<file path="src/pkg/clocked_io_port_pkg.sv">
package clocked_io_port_pkg;

   localparam int NUM_PORTS   = 5;
   localparam int NUM_PINS    = 32;
   localparam int NUM_CLKBLK  = 6;
   localparam int COUNT_WIDTH = 16;
   localparam int ADDR_WIDTH  = 12;
   localparam int DIV_WIDTH   = 8;

   // port widths, narrowest first; port k drives pins [width-1:0]
   localparam logic [NUM_PORTS-1:0][5:0] PORT_WIDTH = {6'h20, 6'h10, 6'h08, 6'h04, 6'h01};

   // timing
   localparam int CLK_HZ  = 200_000_000;
   localparam int REF_HZ  = 100_000_000;
   localparam int REF_DIV = CLK_HZ / REF_HZ;

   // register map
   localparam logic [ADDR_WIDTH-1:0] PORT_END    = 12'h0A0;
   localparam logic [4:0]            REG_CTRL    = 5'h00;
   localparam logic [4:0]            REG_DATA    = 5'h04;
   localparam logic [4:0]            REG_COUNT   = 5'h08;
   localparam logic [4:0]            REG_STAMP   = 5'h0C;
   localparam logic [4:0]            REG_TIME    = 5'h10;
   localparam logic [4:0]            REG_COND    = 5'h14;
   localparam logic [4:0]            REG_STATUS  = 5'h18;
   localparam logic [ADDR_WIDTH-1:0] CLKBLK_BASE = 12'h100;
   localparam logic [ADDR_WIDTH-1:0] LINK_CTRL   = 12'h120;

   // control fields
   localparam int CTRL_EN      = 0;
   localparam int CTRL_DIR_OUT = 1;
   localparam int CTRL_OC      = 2;
   localparam int CTRL_STRB    = 3;
   localparam int CTRL_BLK_LSB = 4;
   localparam int TIME_EN      = 16;
   localparam int CLK_SRC_PIN  = 0;
   localparam int CLK_DIV_LSB  = 8;

   localparam logic [1:0] RESP_OKAY   = 2'h0;
   localparam logic [1:0] RESP_SLVERR = 2'h2;

   function automatic logic [NUM_PINS-1:0] port_mask(input logic [5:0] w);
      port_mask = {NUM_PINS{1'b1}} >> (6'h20 - w);
   endfunction : port_mask

endpackage : clocked_io_port_pkg

</file>
<file path="src/rtl/clocked_io_port_unit.sv">
`timescale 1ns/1ps
// Notes on behaviour
// RULE_01: ports of 1, 4, 8, 16 and 32 bits join the tile to the pins.
// RULE_02: each port is wholly input or wholly output.
// RULE_03: ports drive pins or sample them, optionally waiting on a pin condition.
// RULE_04: every register access answers in one cycle.
// RULE_05: open-collector port pulls low for zero, floats for one, whole port.
// RULE_06: data passes through a shift register plus transfer register per port.
// RULE_07: each port has a 16-bit counter scheduling pin transfers.
// RULE_08: counter always readable; transfer may wait for a chosen count.
// RULE_09: each transfer captures the counter as a timestamp.
// RULE_10: an enabled link disables every port on its pins.
// RULE_11: narrower enabled port wins shared pins; unshared wider pins stay usable.
// RULE_12: a port always works at its full width.
// RULE_13: six clock blocks; block 0 is the 100 MHz reference.
// RULE_14: a clock block may take its clock from the 1-bit port pin.
// RULE_15: a clock block may divide its pin clock.
// RULE_16: ports honour incoming strobes and emit outgoing strobes with data.
// RULE_17: after reset every port uses clock block 0.
// RULE_18: pin events go to the tile as event pulses, not interrupts.
// RULE_19: port counter steps once per clock block tick and wraps.
// RULE_20: deferred transfer happens at first tick with count equal; pending cleared.
module clocked_io_port_unit
   import clocked_io_port_pkg::*;
#(
   parameter logic [NUM_PINS-1:0] LINK_PIN_MASK = 32'h000000FF
)(
   input  wire  logic                    aclk,
   input  wire  logic                    aresetn,
   input  wire  logic [ADDR_WIDTH-1:0]   awaddr,
   input  wire  logic                    awvalid,
   output logic                          awready,
   input  wire  logic [31:0]             wdata,
   input  wire  logic [3:0]              wstrb,
   input  wire  logic                    wvalid,
   output logic                          wready,
   output logic [1:0]                    bresp,
   output logic                          bvalid,
   input  wire  logic                    bready,
   input  wire  logic [ADDR_WIDTH-1:0]   araddr,
   input  wire  logic                    arvalid,
   output logic                          arready,
   output logic [31:0]                   rdata,
   output logic [1:0]                    rresp,
   output logic                          rvalid,
   input  wire  logic                    rready,
   input  wire  logic [NUM_PINS-1:0]     pin_in,
   output logic [NUM_PINS-1:0]           pin_out,
   output logic [NUM_PINS-1:0]           pin_oe,
   input  wire  logic [NUM_PORTS-1:0]    incoming_strobe,
   output logic [NUM_PORTS-1:0]          outgoing_strobe,
   output logic [NUM_PORTS-1:0]          port_event
);

   typedef struct packed {
      logic                                  bvalid;
      logic [1:0]                            bresp;
      logic                                  rvalid;
      logic [31:0]                           rdata;
      logic [1:0]                            rresp;
      logic [3:0]                            ref_cnt;
      logic [NUM_CLKBLK-1:0]                 blk_src_pin;
      logic [NUM_CLKBLK-1:0][DIV_WIDTH-1:0]  blk_div;
      logic [NUM_CLKBLK-1:0][DIV_WIDTH-1:0]  blk_cnt;
      logic                                  pin0_prev;
      logic                                  link_en;
      logic [NUM_PORTS-1:0]                  en;
      logic [NUM_PORTS-1:0]                  dir_out;
      logic [NUM_PORTS-1:0]                  oc;
      logic [NUM_PORTS-1:0]                  strb_en;
      logic [NUM_PORTS-1:0][2:0]             blk_sel;
      logic [NUM_PORTS-1:0][COUNT_WIDTH-1:0] count;
      logic [NUM_PORTS-1:0][COUNT_WIDTH-1:0] stamp;
      logic [NUM_PORTS-1:0][COUNT_WIDTH-1:0] time_val;
      logic [NUM_PORTS-1:0]                  time_pend;
      logic [NUM_PORTS-1:0][31:0]            cond_val;
      logic [NUM_PORTS-1:0]                  cond_pend;
      logic [NUM_PORTS-1:0][31:0]            xfer;
      logic [NUM_PORTS-1:0]                  xfer_full;
      logic [NUM_PORTS-1:0][31:0]            shift;
      logic [NUM_PORTS-1:0][5:0]             shift_cnt;
      logic [NUM_PORTS-1:0]                  strobe_out;
      logic [NUM_PORTS-1:0]                  event_out;
      logic [NUM_PINS-1:0]                   pin_out;
      logic [NUM_PINS-1:0]                   pin_oe;
   } state_type;

   state_type             s;
   state_type             next_s;
   logic                  wr_go;
   logic                  rd_go;
   logic                  ref_tick;
   logic                  pin_edge;
   logic                  src_tick;
   logic [NUM_CLKBLK-1:0] blk_tick;
   logic [NUM_PORTS-1:0]  port_tick;
   logic [NUM_PORTS-1:0]  live;
   logic [NUM_PORTS-1:0]  hw_set;
   logic [NUM_PINS-1:0]   mask;
   logic [5:0]            w;
   logic [5:0]            chunks;
   logic                  time_ok;
   logic [31:0]           in_shift;
   logic [31:0]           wmask;
   logic [31:0]           img;
   logic [2:0]            owner;
   logic                  owned;
   logic [2:0]            wp;
   logic [2:0]            rp;
   logic [2:0]            wb;
   logic [2:0]            rb;

   assign awready         = wr_go;
   assign wready          = wr_go;
   assign arready         = rd_go;
   assign bvalid          = s.bvalid;
   assign bresp           = s.bresp;
   assign rvalid          = s.rvalid;
   assign rdata           = s.rdata;
   assign rresp           = s.rresp;
   assign pin_out         = s.pin_out;
   assign pin_oe          = s.pin_oe;
   assign outgoing_strobe = s.strobe_out;
   assign port_event      = s.event_out;

   ////////////////////////////////////////////////////////////////////////////////////////
   always_comb
   begin
      next_s    = s;
      wr_go     = awvalid & wvalid & ~s.bvalid;                              // RULE_04
      rd_go     = arvalid & ~s.rvalid;
      hw_set    = '0;
      port_tick = '0;
      live      = '0;
      mask      = '0;
      w         = '0;
      chunks    = '0;
      time_ok   = 1'b0;
      in_shift  = '0;
      img       = '0;
      owner     = '0;
      owned     = 1'b0;
      src_tick  = 1'b0;
      wp        = awaddr[7:5];
      rp        = araddr[7:5];
      wb        = awaddr[4:2];
      rb        = araddr[4:2];
      wmask     = {{8{wstrb[3]}}, {8{wstrb[2]}}, {8{wstrb[1]}}, {8{wstrb[0]}}};
      next_s.strobe_out = '0;
      next_s.event_out  = '0;

      // clock blocks: block 0 is the fixed reference, others ref or pin sourced
      ref_tick          = (s.ref_cnt == 4'(REF_DIV - 1));                   // RULE_13
      next_s.ref_cnt    = ref_tick ? 4'h0 : s.ref_cnt + 4'h1;
      pin_edge          = pin_in[0] & ~s.pin0_prev;                          // RULE_14
      next_s.pin0_prev  = pin_in[0];
      blk_tick          = '0;
      blk_tick[0]       = ref_tick;
      for (int b = 1; b < NUM_CLKBLK; b++)
      begin
         src_tick = s.blk_src_pin[b] ? pin_edge : ref_tick;                  // RULE_14
         if (src_tick)
         begin
            if (s.blk_cnt[b] >= s.blk_div[b])                                // RULE_15
            begin
               blk_tick[b]       = 1'b1;
               next_s.blk_cnt[b] = '0;
            end
            else
               next_s.blk_cnt[b] = s.blk_cnt[b] + 8'h01;
         end
      end

      // per-port datapath
      for (int p = 0; p < NUM_PORTS; p++)
      begin
         w       = PORT_WIDTH[p];                                            // RULE_01
         mask    = port_mask(w);
         chunks  = 6'(NUM_PINS / int'(w));
         live[p] = s.en[p] & ~(s.link_en & (|(mask & LINK_PIN_MASK)));      // RULE_10
         if (s.blk_sel[p] < 3'(NUM_CLKBLK))
            port_tick[p] = blk_tick[s.blk_sel[p]];                           // RULE_07
         time_ok = ~s.time_pend[p] | (s.count[p] == s.time_val[p]);        // RULE_08
         if (port_tick[p] && live[p])
         begin
            next_s.count[p] = s.count[p] + 16'h0001;                         // RULE_19
            if (s.dir_out[p])                                                // RULE_02
            begin
               if (s.shift_cnt[p] > 6'h01)
               begin
                  next_s.shift[p]      = s.shift[p] >> w;                    // RULE_06
                  next_s.shift_cnt[p]  = s.shift_cnt[p] - 6'h01;
                  next_s.strobe_out[p] = s.strb_en[p];                       // RULE_16
               end
               else if (s.xfer_full[p] && time_ok)                           // RULE_20
               begin
                  next_s.shift[p]      = s.xfer[p];
                  next_s.shift_cnt[p]  = chunks;
                  next_s.xfer_full[p]  = 1'b0;
                  next_s.time_pend[p]  = 1'b0;
                  next_s.stamp[p]      = s.count[p];                         // RULE_09
                  next_s.strobe_out[p] = s.strb_en[p];                       // RULE_16
               end
               else
                  next_s.shift_cnt[p]  = '0;
            end
            else if (s.cond_pend[p])
            begin
               if ((pin_in & mask) == (s.cond_val[p] & mask))                // RULE_03
               begin
                  next_s.xfer[p]      = pin_in & mask;
                  next_s.xfer_full[p] = 1'b1;
                  hw_set[p]           = 1'b1;
                  next_s.cond_pend[p] = 1'b0;                                // RULE_20
                  next_s.stamp[p]     = s.count[p];                          // RULE_09
                  next_s.event_out[p] = 1'b1;                                // RULE_18
               end
            end
            else if (time_ok && (~s.strb_en[p] || incoming_strobe[p]))       // RULE_16
            begin
               // full width sampled even where narrower ports own pins
               in_shift = (s.shift[p] >> w) | ((pin_in & mask) << (6'h20 - w)); // RULE_12
               next_s.shift[p] = in_shift;
               // the wait ends at the first sample, else a narrow port stalls mid-word
               next_s.time_pend[p] = 1'b0;                                   // RULE_20
               if (s.shift_cnt[p] + 6'h01 >= chunks)
               begin
                  next_s.shift_cnt[p] = '0;
                  next_s.xfer[p]      = in_shift;                            // RULE_06
                  next_s.xfer_full[p] = 1'b1;
                  hw_set[p]           = 1'b1;
                  next_s.stamp[p]     = s.count[p];                          // RULE_09
                  next_s.event_out[p] = 1'b1;                                // RULE_18
               end
               else
                  next_s.shift_cnt[p] = s.shift_cnt[p] + 6'h01;
            end
         end
      end

      // register writes; new output data written now outlives a same-cycle load
      if (s.bvalid && bready)
         next_s.bvalid = 1'b0;
      if (wr_go)
      begin
         next_s.bvalid = 1'b1;
         next_s.bresp  = RESP_OKAY;
         if (awaddr < PORT_END)
         begin
            unique case (awaddr[4:0])
               REG_CTRL:
               begin
                  img = {25'h0, s.blk_sel[wp], s.strb_en[wp], s.oc[wp], s.dir_out[wp], s.en[wp]};
                  img = (img & ~wmask) | (wdata & wmask);
                  next_s.en[wp]      = img[CTRL_EN];
                  next_s.dir_out[wp] = img[CTRL_DIR_OUT];
                  next_s.oc[wp]      = img[CTRL_OC];                         // RULE_05
                  next_s.strb_en[wp] = img[CTRL_STRB];
                  next_s.blk_sel[wp] = img[CTRL_BLK_LSB +: 3];
               end
               REG_DATA:
               begin
                  next_s.xfer[wp]      = (s.xfer[wp] & ~wmask) | (wdata & wmask);
                  next_s.xfer_full[wp] = 1'b1;
               end
               REG_TIME:
               begin
                  next_s.time_val[wp]  = wdata[COUNT_WIDTH-1:0];
                  next_s.time_pend[wp] = wdata[TIME_EN];                     // RULE_08
               end
               REG_COND:
               begin
                  next_s.cond_val[wp]  = wdata;
                  next_s.cond_pend[wp] = 1'b1;                               // RULE_03
               end
               REG_COUNT, REG_STAMP, REG_STATUS:
                  next_s.bresp = RESP_OKAY;
               default:
                  next_s.bresp = RESP_SLVERR;
            endcase
         end
         else if ((awaddr[11:5] == CLKBLK_BASE[11:5]) && (wb < 3'(NUM_CLKBLK)) && (wb != 3'h0))
         begin
            next_s.blk_src_pin[wb] = wdata[CLK_SRC_PIN];
            next_s.blk_div[wb]     = wdata[CLK_DIV_LSB +: DIV_WIDTH];
         end
         else if (awaddr == LINK_CTRL)
            next_s.link_en = wdata[0];
         else
            next_s.bresp = RESP_SLVERR;
      end

      // register reads; reading input data frees the transfer register unless a capture refills it in the same cycle
      if (s.rvalid && rready)
         next_s.rvalid = 1'b0;
      if (rd_go)
      begin
         next_s.rvalid = 1'b1;
         next_s.rresp  = RESP_OKAY;
         next_s.rdata  = '0;
         if (araddr < PORT_END)
         begin
            unique case (araddr[4:0])
               REG_CTRL:
                  next_s.rdata = {25'h0, s.blk_sel[rp], s.strb_en[rp], s.oc[rp],
                                  s.dir_out[rp], s.en[rp]};
               REG_DATA:
               begin
                  next_s.rdata = s.xfer[rp];
                  if (!s.dir_out[rp] && !hw_set[rp])
                  begin
                     next_s.xfer_full[rp] = 1'b0;
                  end
               end
               REG_COUNT:  next_s.rdata = {16'h0, s.count[rp]};              // RULE_08
               REG_STAMP:  next_s.rdata = {16'h0, s.stamp[rp]};              // RULE_09
               REG_TIME:   next_s.rdata = {15'h0, s.time_pend[rp], s.time_val[rp]};
               REG_COND:   next_s.rdata = s.cond_val[rp];
               REG_STATUS:
                  next_s.rdata = {27'h0, live[rp], s.time_pend[rp], s.cond_pend[rp],
                                  (s.shift_cnt[rp] != 6'h00), s.xfer_full[rp]};
               default:    next_s.rresp = RESP_SLVERR;
            endcase
         end
         else if ((araddr[11:5] == CLKBLK_BASE[11:5]) && (rb < 3'(NUM_CLKBLK)))
            next_s.rdata = {16'h0, s.blk_div[rb], 7'h00, s.blk_src_pin[rb]};
         else if (araddr == LINK_CTRL)
            next_s.rdata = {31'h0, s.link_en};
         else
            next_s.rresp = RESP_SLVERR;
      end

      // pin ownership: narrowest live port wins each pin
      for (int i = 0; i < NUM_PINS; i++)
      begin
         owned = 1'b0;
         owner = '0;
         for (int p = NUM_PORTS - 1; p >= 0; p--)
         begin
            mask = port_mask(PORT_WIDTH[p]);
            if (live[p] && mask[i])                                          // RULE_11
            begin
               owned = 1'b1;
               owner = 3'(p);
            end
         end
         next_s.pin_oe[i]  = 1'b0;
         next_s.pin_out[i] = 1'b0;
         if (owned && next_s.dir_out[owner])
         begin
            if (next_s.oc[owner])
               next_s.pin_oe[i] = ~next_s.shift[owner][i];                   // RULE_05
            else
            begin
               next_s.pin_oe[i]  = 1'b1;
               next_s.pin_out[i] = next_s.shift[owner][i];                   // RULE_03
            end
         end
      end
   end

   always_ff @(posedge aclk)
   begin
      if (!aresetn)
         s <= '0;                                                            // RULE_17
      else
         s <= next_s;
   end

   ////////////////////////////////////////////////////////////////////////////////////////
   a_write_answer: assert property (@(posedge aclk) disable iff (!aresetn) // RULE_04
      wr_go |=> s.bvalid) else $error("write not answered next cycle");
   a_read_answer: assert property (@(posedge aclk) disable iff (!aresetn) // RULE_04
      rd_go |=> s.rvalid) else $error("read not answered next cycle");
   a_ref_period: assert property (@(posedge aclk) disable iff (!aresetn) // RULE_13
      blk_tick[0] |=> !blk_tick[0] ##1 blk_tick[0]) else $error("reference tick period wrong");
   a_reset_block: assert property (@(posedge aclk) // RULE_17
      !aresetn |=> (s.blk_sel == '0)) else $error("port not on block 0 after reset");
   a_count_step: assert property (@(posedge aclk) disable iff (!aresetn) // RULE_19
      (port_tick[4] && live[4]) |=> s.count[4] == $past(s.count[4]) + 16'h0001)
      else $error("counter did not step on tick");
   a_link_off: assert property (@(posedge aclk) disable iff (!aresetn) // RULE_10
      s.link_en |=> (s.pin_oe & LINK_PIN_MASK) == '0) else $error("port drives link pins");
   a_narrow_wins: assert property (@(posedge aclk) disable iff (!aresetn) // RULE_11
      (live[0] && next_s.dir_out[0] && !next_s.oc[0]) |=> s.pin_out[0] == s.shift[0][0])
      else $error("pin 0 not from 1-bit port");
   a_stamp_event: assert property (@(posedge aclk) disable iff (!aresetn) // RULE_09
      s.event_out[3] |-> s.stamp[3] == $past(s.count[3])) else $error("timestamp mismatch");

   c_pin_clock: cover property (@(posedge aclk) disable iff (!aresetn) blk_tick[1] && s.blk_src_pin[1]);
   c_input_word: cover property (@(posedge aclk) disable iff (!aresetn) s.event_out[3]);
   c_out_strobe: cover property (@(posedge aclk) disable iff (!aresetn) s.strobe_out[2]);

endmodule : clocked_io_port_unit

</file>
<file path="config.mk">
export PLATFORM = sky130hd
export DESIGN_NAME = clocked_io_port_unit
export DESIGN_NICKNAME = d
export VERILOG_FILES = /design/src/pkg/clocked_io_port_pkg.sv /design/src/rtl/clocked_io_port_unit.sv
export SDC_FILE = /design/constraint.sdc
export NUM_CORES = 2
export LEC_CHECK = 0
export BUFFER_PORTS_ARGS = -buffer_cell sky130_fd_sc_hd__buf_4
export CAP_MARGIN = 30
export CORE_MARGIN = 2
export CORE_UTILIZATION = 45
export DETAILED_ROUTE_END_ITERATION = 16
export PLACE_DENSITY = 0.68
export SLEW_MARGIN = 25
export SYNTH_ARGS = -nofsm -noshare
export SYNTH_HDL_FRONTEND = slang
export SYNTH_SLANG_ARGS = --single-unit
export TNS_END_PERCENT = 100
</file>
<file path="constraint.sdc">
create_clock -name aclk -period 4.1 [get_ports aclk]
set_input_delay 0.41 -clock aclk [delete_from_list [all_inputs] [get_ports aclk]]
set_output_delay 0.41 -clock aclk [all_outputs]
set_load 0.1 [all_outputs]
</file>
After elaboration in Yosys (flattened, before gate mapping)
Index checks and enable logic that the tools add are counted.
Widths: inputs -> output; s select.
- bitwise operators: 82
- $lt $le $gt $ge: 41
- mux-type cells: 462
- add/sub/neg operators: 21
- reduce and logical (&&, ||, !) cells: 90
- equality and inequality tests: 47
- operators with widths (cell ; number):
    $mux 32 ; 66
    $bmux 32 s3 ; 8
    $mux 335 ; 2
    $mux 16 ; 40
    $mux 165 ; 2
    $bwmux 160 ; 2
    $mux 1 ; 224
    $pmux 32 s7 ; 1
    $mux 6 ; 27
    $bmux 16 s3 ; 3
    $demux 32 s3 ; 1
    $eq 16x16->1 ; 6
    $mux 30 ; 3
    $bmux 1 s3 ; 29
    $add 16x1->16 const B ; 5
    $bwmux 80 ; 1
    $and 32x32->32 ; 2
    $mux 8 ; 8
    $lt 3x4->1 const B ; 14
    $not 1->1 ; 54
    $bwmux 48 ; 1
    $demux 16 s3 ; 1
    $reduce_and 3->1 ; 14
    $add 8x1->8 const B ; 5
    other kinds (67) ; 224
- output and inout bits: 115
- register bits after elaboration: 1012
- word-level logic and storage cells: 826
- input port bits: 104

Logic depth before layout (Yosys ltp)
- word-level depth: 18
- mapped depth: 14
- mapped depth without buffers: 12

Worst setup path before layout
Ideal clock, no wire load.
- path type: reg-to-reg
- start: reg s (netlist bit bvalid)
- end: reg s (netlist bit pin_out[11])
- period minus slack after synthesis: 3.395 ns
- arrival: 3.323 ns
- path buffers: 1
- data required time: 4.028 ns
- cell stages (with the launch flop): 11
- slack: 0.705 ns
- library setup time: 0.072 ns
- cell sequence: dfxtp_1 nand3b_1 and4bb_2 and2_1 buf_2 nand2_1 mux2_2 o2bb2a_1 nor2_1 nand2_1 a21oi_1
- cells in the longest elaborated chain, start to end: 8
- elaborated cells on any way between the ends: 10
- classes of those cells: mux (5); bitwise (3); reduce/logical (2)
- RTL lines (element ; RTL line ; text):
    start: declaration ; clocked_io_port_unit.sv:88 ; state_type s;
    start signal: assignment ; clocked_io_port_unit.sv:367 ; s <= next_s;
    $not 1->1 (*) ; clocked_io_port_unit.sv:130 ; wr_go = awvalid & wvalid & ~s.bvalid;
    $and 1x1->1 (*) ; clocked_io_port_unit.sv:130 ;
    $mux 30 (*) ; clocked_io_port_unit.sv:244 ; if (wr_go)
    $bmux 1 s3 ; clocked_io_port_unit.sv:349 ; if (owned && next_s.dir_out[owner])
    $mux 1 (implied by the code) ; clocked_io_port_unit.sv:349 ;
    $logic_and 1x1->1 ; clocked_io_port_unit.sv:349 ;
    $not 1->1 (no source line) ; -- ;
    $reduce_or 3->1 (no source line) (*) ; -- ;
Mark *: on every way between the ends. The rest lies on a longest branch, timed or not. The select of a mux whose other input is x is not followed.
A chain may end at the register's enable or synchronous reset.

Worst setup path in the final report
- start: reg s[963] (netlist name)
- end: reg s (netlist bit pin_out[1])
- cells in the longest elaborated chain, start to end: 10
- elaborated cells on any way between the ends: 30
- classes of those cells: order compare (1); mux (24); reduce/logical (5)
- RTL lines (element ; RTL line ; text):
    $ge 8x8->1 (*) ; clocked_io_port_unit.sv:164 ; if (s.blk_cnt[b] >= s.blk_div[b])
    $mux 1 (*) ; clocked_io_port_unit.sv:164 ;
    $mux 1 (*) ; clocked_io_port_unit.sv:162 ; if (src_tick)
    $bmux 1 s3 ; clocked_io_port_unit.sv:182 ; port_tick[p] = blk_tick[s.blk_sel[p]];
    $mux 1 (implied by the code) ; clocked_io_port_unit.sv:182 ;
    $mux 1 ; clocked_io_port_unit.sv:181 ; if (s.blk_sel[p] < 3'(NUM_CLKBLK))
    $logic_and 1x1->1 ; clocked_io_port_unit.sv:184 ; if (port_tick[p] && live[p])
    $mux 32 ; clocked_io_port_unit.sv:184 ;
    $bmux 32 s3 (*) ; clocked_io_port_unit.sv:356 ; next_s.pin_out[i] = next_s.shift[owner][i];
    $mux 4 (*) ; -- ;
Marks and branches as above.

==> summary.md <==
| Metric | Value |
|---|---|
| Final period util | `102%` |
| Routed via count | `51802` |
| Top_reg_cell synth | `dfxtp_1` |
| # IOs | `219` |
| Max-Cap Viols | `0` |
| DR DRC count | `0` |
| Largest net degree at the start of global routing | `111` |
| Run status | `finished, violations left` |
| Largest area contributor in the netlist | `dfxtp_1` |
| Final max-slew violation count | `0` |
| CTS root buf | `clkbuf_16` |
| Worst clock skew | `0.0298 ns` |
| First-pass GRT wire length | `324000 um` |
| Cell with the most instances after synthesis | `dfxtp_1` |
| Mapped Area | `53100 um2` |
| Hold slack final | `0.0951 ns` |
| Cell count after synthesis | `6310` |
| Drt via density | `6.55` |
| Highest Clock Rate | `239 MHz` |
| CP arrival | `4.80 ns` |
| DRT antenna net count | `0` |
| Clock buffer depth | `3` |
| Die width | `348 um` |
| Total global routing overflow | `0` |
| Postcts setup bufs | `0` |
| Rows | `126` |
| RD Place Congestion | `1.07` |
| Post-place setup slack | `0.0613 ns` |
| R2R Setup Slk | `-0.09 ns` |
| Die area | `121000 um2` |
| Synth Warn # | `0` |
| Die H | `348 um` |
| DR pass1 iterations | `8` |
| Min-delay worst type | `primary input to flop` |
| Yosys cell types | `102` |
| Clk_lat worst skew | `0.73 ns` |
| Critical Setup Path Class | `flop to flop` |
| Clock transition at path regs | `0.06 ns` |
| Number of flops mapped to enable cells by yosys | `0` |
| Failing checks | `setup timing` |
| WL/cell | `28.1 um` |
| Tot GR Track Use | `35.4%` |
| IO buf count | `216` |
| DP Cell Count | `7675` |
| Setup crit end kind | `flop` |
| Final WS setup | `-0.0890 ns` |
| Share of layout cells above drive strength 1 | `15.5%` |
| Avg Cell Area, Syn | `8.42 um2` |
| Synth top area share | `38.0%` |
| Total core area | `118000 um2` |
| First DRT Iteration DRCs | `7702` |
| Nets | `6443` |
| Fill cells | `11024` |
| Worst-Margin Slew | `1.03 ns` |
| Synth top area cells | `dfxtp_1, nand2_1, a21oi_1, nor2_1, mux2i_1` |
| CTS tree | `yes` |
| Post-Layout Cell Count | `7906` |
| Initial antenna violation count | `15` |
| Sequential cell area fraction in the yosys report | `38.0%` |
| Crit-path max FO | `4` |
| CTS Buf Count | `110` |
| Post-synth top cells | `dfxtp_1, nand2_1, nor2_1` |
| #FFs+latches synth | `1010` |
| Area Overhead vs Synth | `13.9%` |
| Final-report hold violation count | `0` |
| Leak | `22.3 nW` |
| H-tree levels | `3` |
| Worst IR drop on VDD | `379 uV` |
| Synth async-reset ratio | `0%` |
| Post-DP HPWL | `159000 um` |
| Final setup fails | `2` |
| Drt total wl | `222000 um` |
| Startpoint Class | `flop` |
| Pwr Density | `370 nW/um2` |
| Starting density of the core | `45.2%` |
| Vias in the first global route | `48148` |
| Rel. slew slack | `30.7%` |
| Worst Path Required | `4.72 ns` |
| Sink Count | `1010` |
| Post-route minimum period | `4.19 ns` |
==> final cells by class <==
class                   count  area, um2  area share (%)
diodes                      5       12.5          0.0207
inverters                 102        390           0.645
clock buffers             152       3250            5.38
flip-flops and latches   1010      20200            33.4
repair buffers            497       4070            6.72
well taps                1536       1920            3.18
clock inverters            55        823            1.36
multi-input cells        4549      29800            49.3
==> per-layer routing <==
layer  part of all wire [%]  GRT usage (%)  vias up  wire (um)
met5                  0.037              0        -         82
met4                    7.9           24.1       12      17700
li1                       -              -    22647          -
met3                     12           8.61      792      26500
met1                     38           45.5    24719      84200
met2                     42           52.3     3632      93700
==> path summary, 6_finish.rpt <==
| kind | endpoint | startpoint | cells after the start |
|---|---|---|---|
| max | pin_out[1] | s[963] | 12 |
| min | s[597] | wdata[16] | 3 |
| max reg2reg | pin_out[1] | s[963] | 12 |
| min reg2reg | s[551] | s[551] | 2 |
==> repair_timing <==
item	CTS	global route
resized for setup	0	4
hold buffers	17	0
endpoints found under the setup margin	0	8
endpoints found under the hold margin	75	0
==> per-stage QoR <==
step            TNS (ns)  total power, mW  area, um2  util, %
2_1_floorplan          0             10.8      53100        -
3_3_place_gp           0             11.3      56200     47.8
3_5_place_dp           0             11.3      56200     47.8
4_1_cts                0             22.4      60500     51.4
5_1_grt        -0.000953             22.9      60500     51.4
6_report          -0.116             22.4      60500     51.4
==> state kept, by name, indices dropped and copies added (netlist names) <==
register and flops:
bvalid 1, outgoing_strobe 5, pin_oe 32, port_event 5, s 900, rvalid 1, pin_out 32, bresp 1
rdata 32, rresp 1
==> critical path: stages (launching register included) <==
cell and delay (ns):
dfxtp_1 0.36, inv_1 0.06, ha_1 0.29, and3_1 0.18, nand2_1 0.09, o31a_1 0.33
nor3_1 0.51, o21ai_0 0.38, a21boi_1 0.59, o22ai_2 0.30, a31oi_1 0.55, o22ai_1 0.23
and2_1 0.22
==> cells in the final DEF, fill, tap and decap left out, drive strengths merged, types with 179 or more instances in the layout <==
| master | Yosys | final |
|---|---|---|
| dfxtp | 1010 | 1010 |
| nand2 | 773 | 773 |
| nor2 | 652 | 652 |
| a21oi | 533 | 533 |
| buf | 198 | 479 |
| a22oi | 254 | 254 |
| mux2i | 239 | 239 |
| a221oi | 199 | 199 |
| a211oi | 195 | 195 |
| o21ai | 179 | 179 |
==> power by group <==
| group | total, mW | switching, mW | internal (mW) |
|---|---|---|---|
| Clock | 11.2 | 4.40 | 6.80 |
| Combinational | 1.34 | 1.00 | 0.341 |
| Sequential | 9.85 | 0.0187 | 9.83 |
==> cell families after synthesis <==
| logic type | count (synthesis) | synth area share (%) |
|---|---|---|
| AOI/OAI and AO/OA | 1764 | 22.8 |
| other | 1 | 0.00706 |
| adders and majority gates | 69 | 1.62 |
| xor gates and xnor gates | 250 | 4.12 |
| DFF | 1010 | 38.0 |
| and+or+nand+nor | 2046 | 17.3 |
| buffers and inverters | 752 | 6.31 |
| muxes | 418 | 9.74 |
Note: power is estimated with default switching activity, not from simulation.
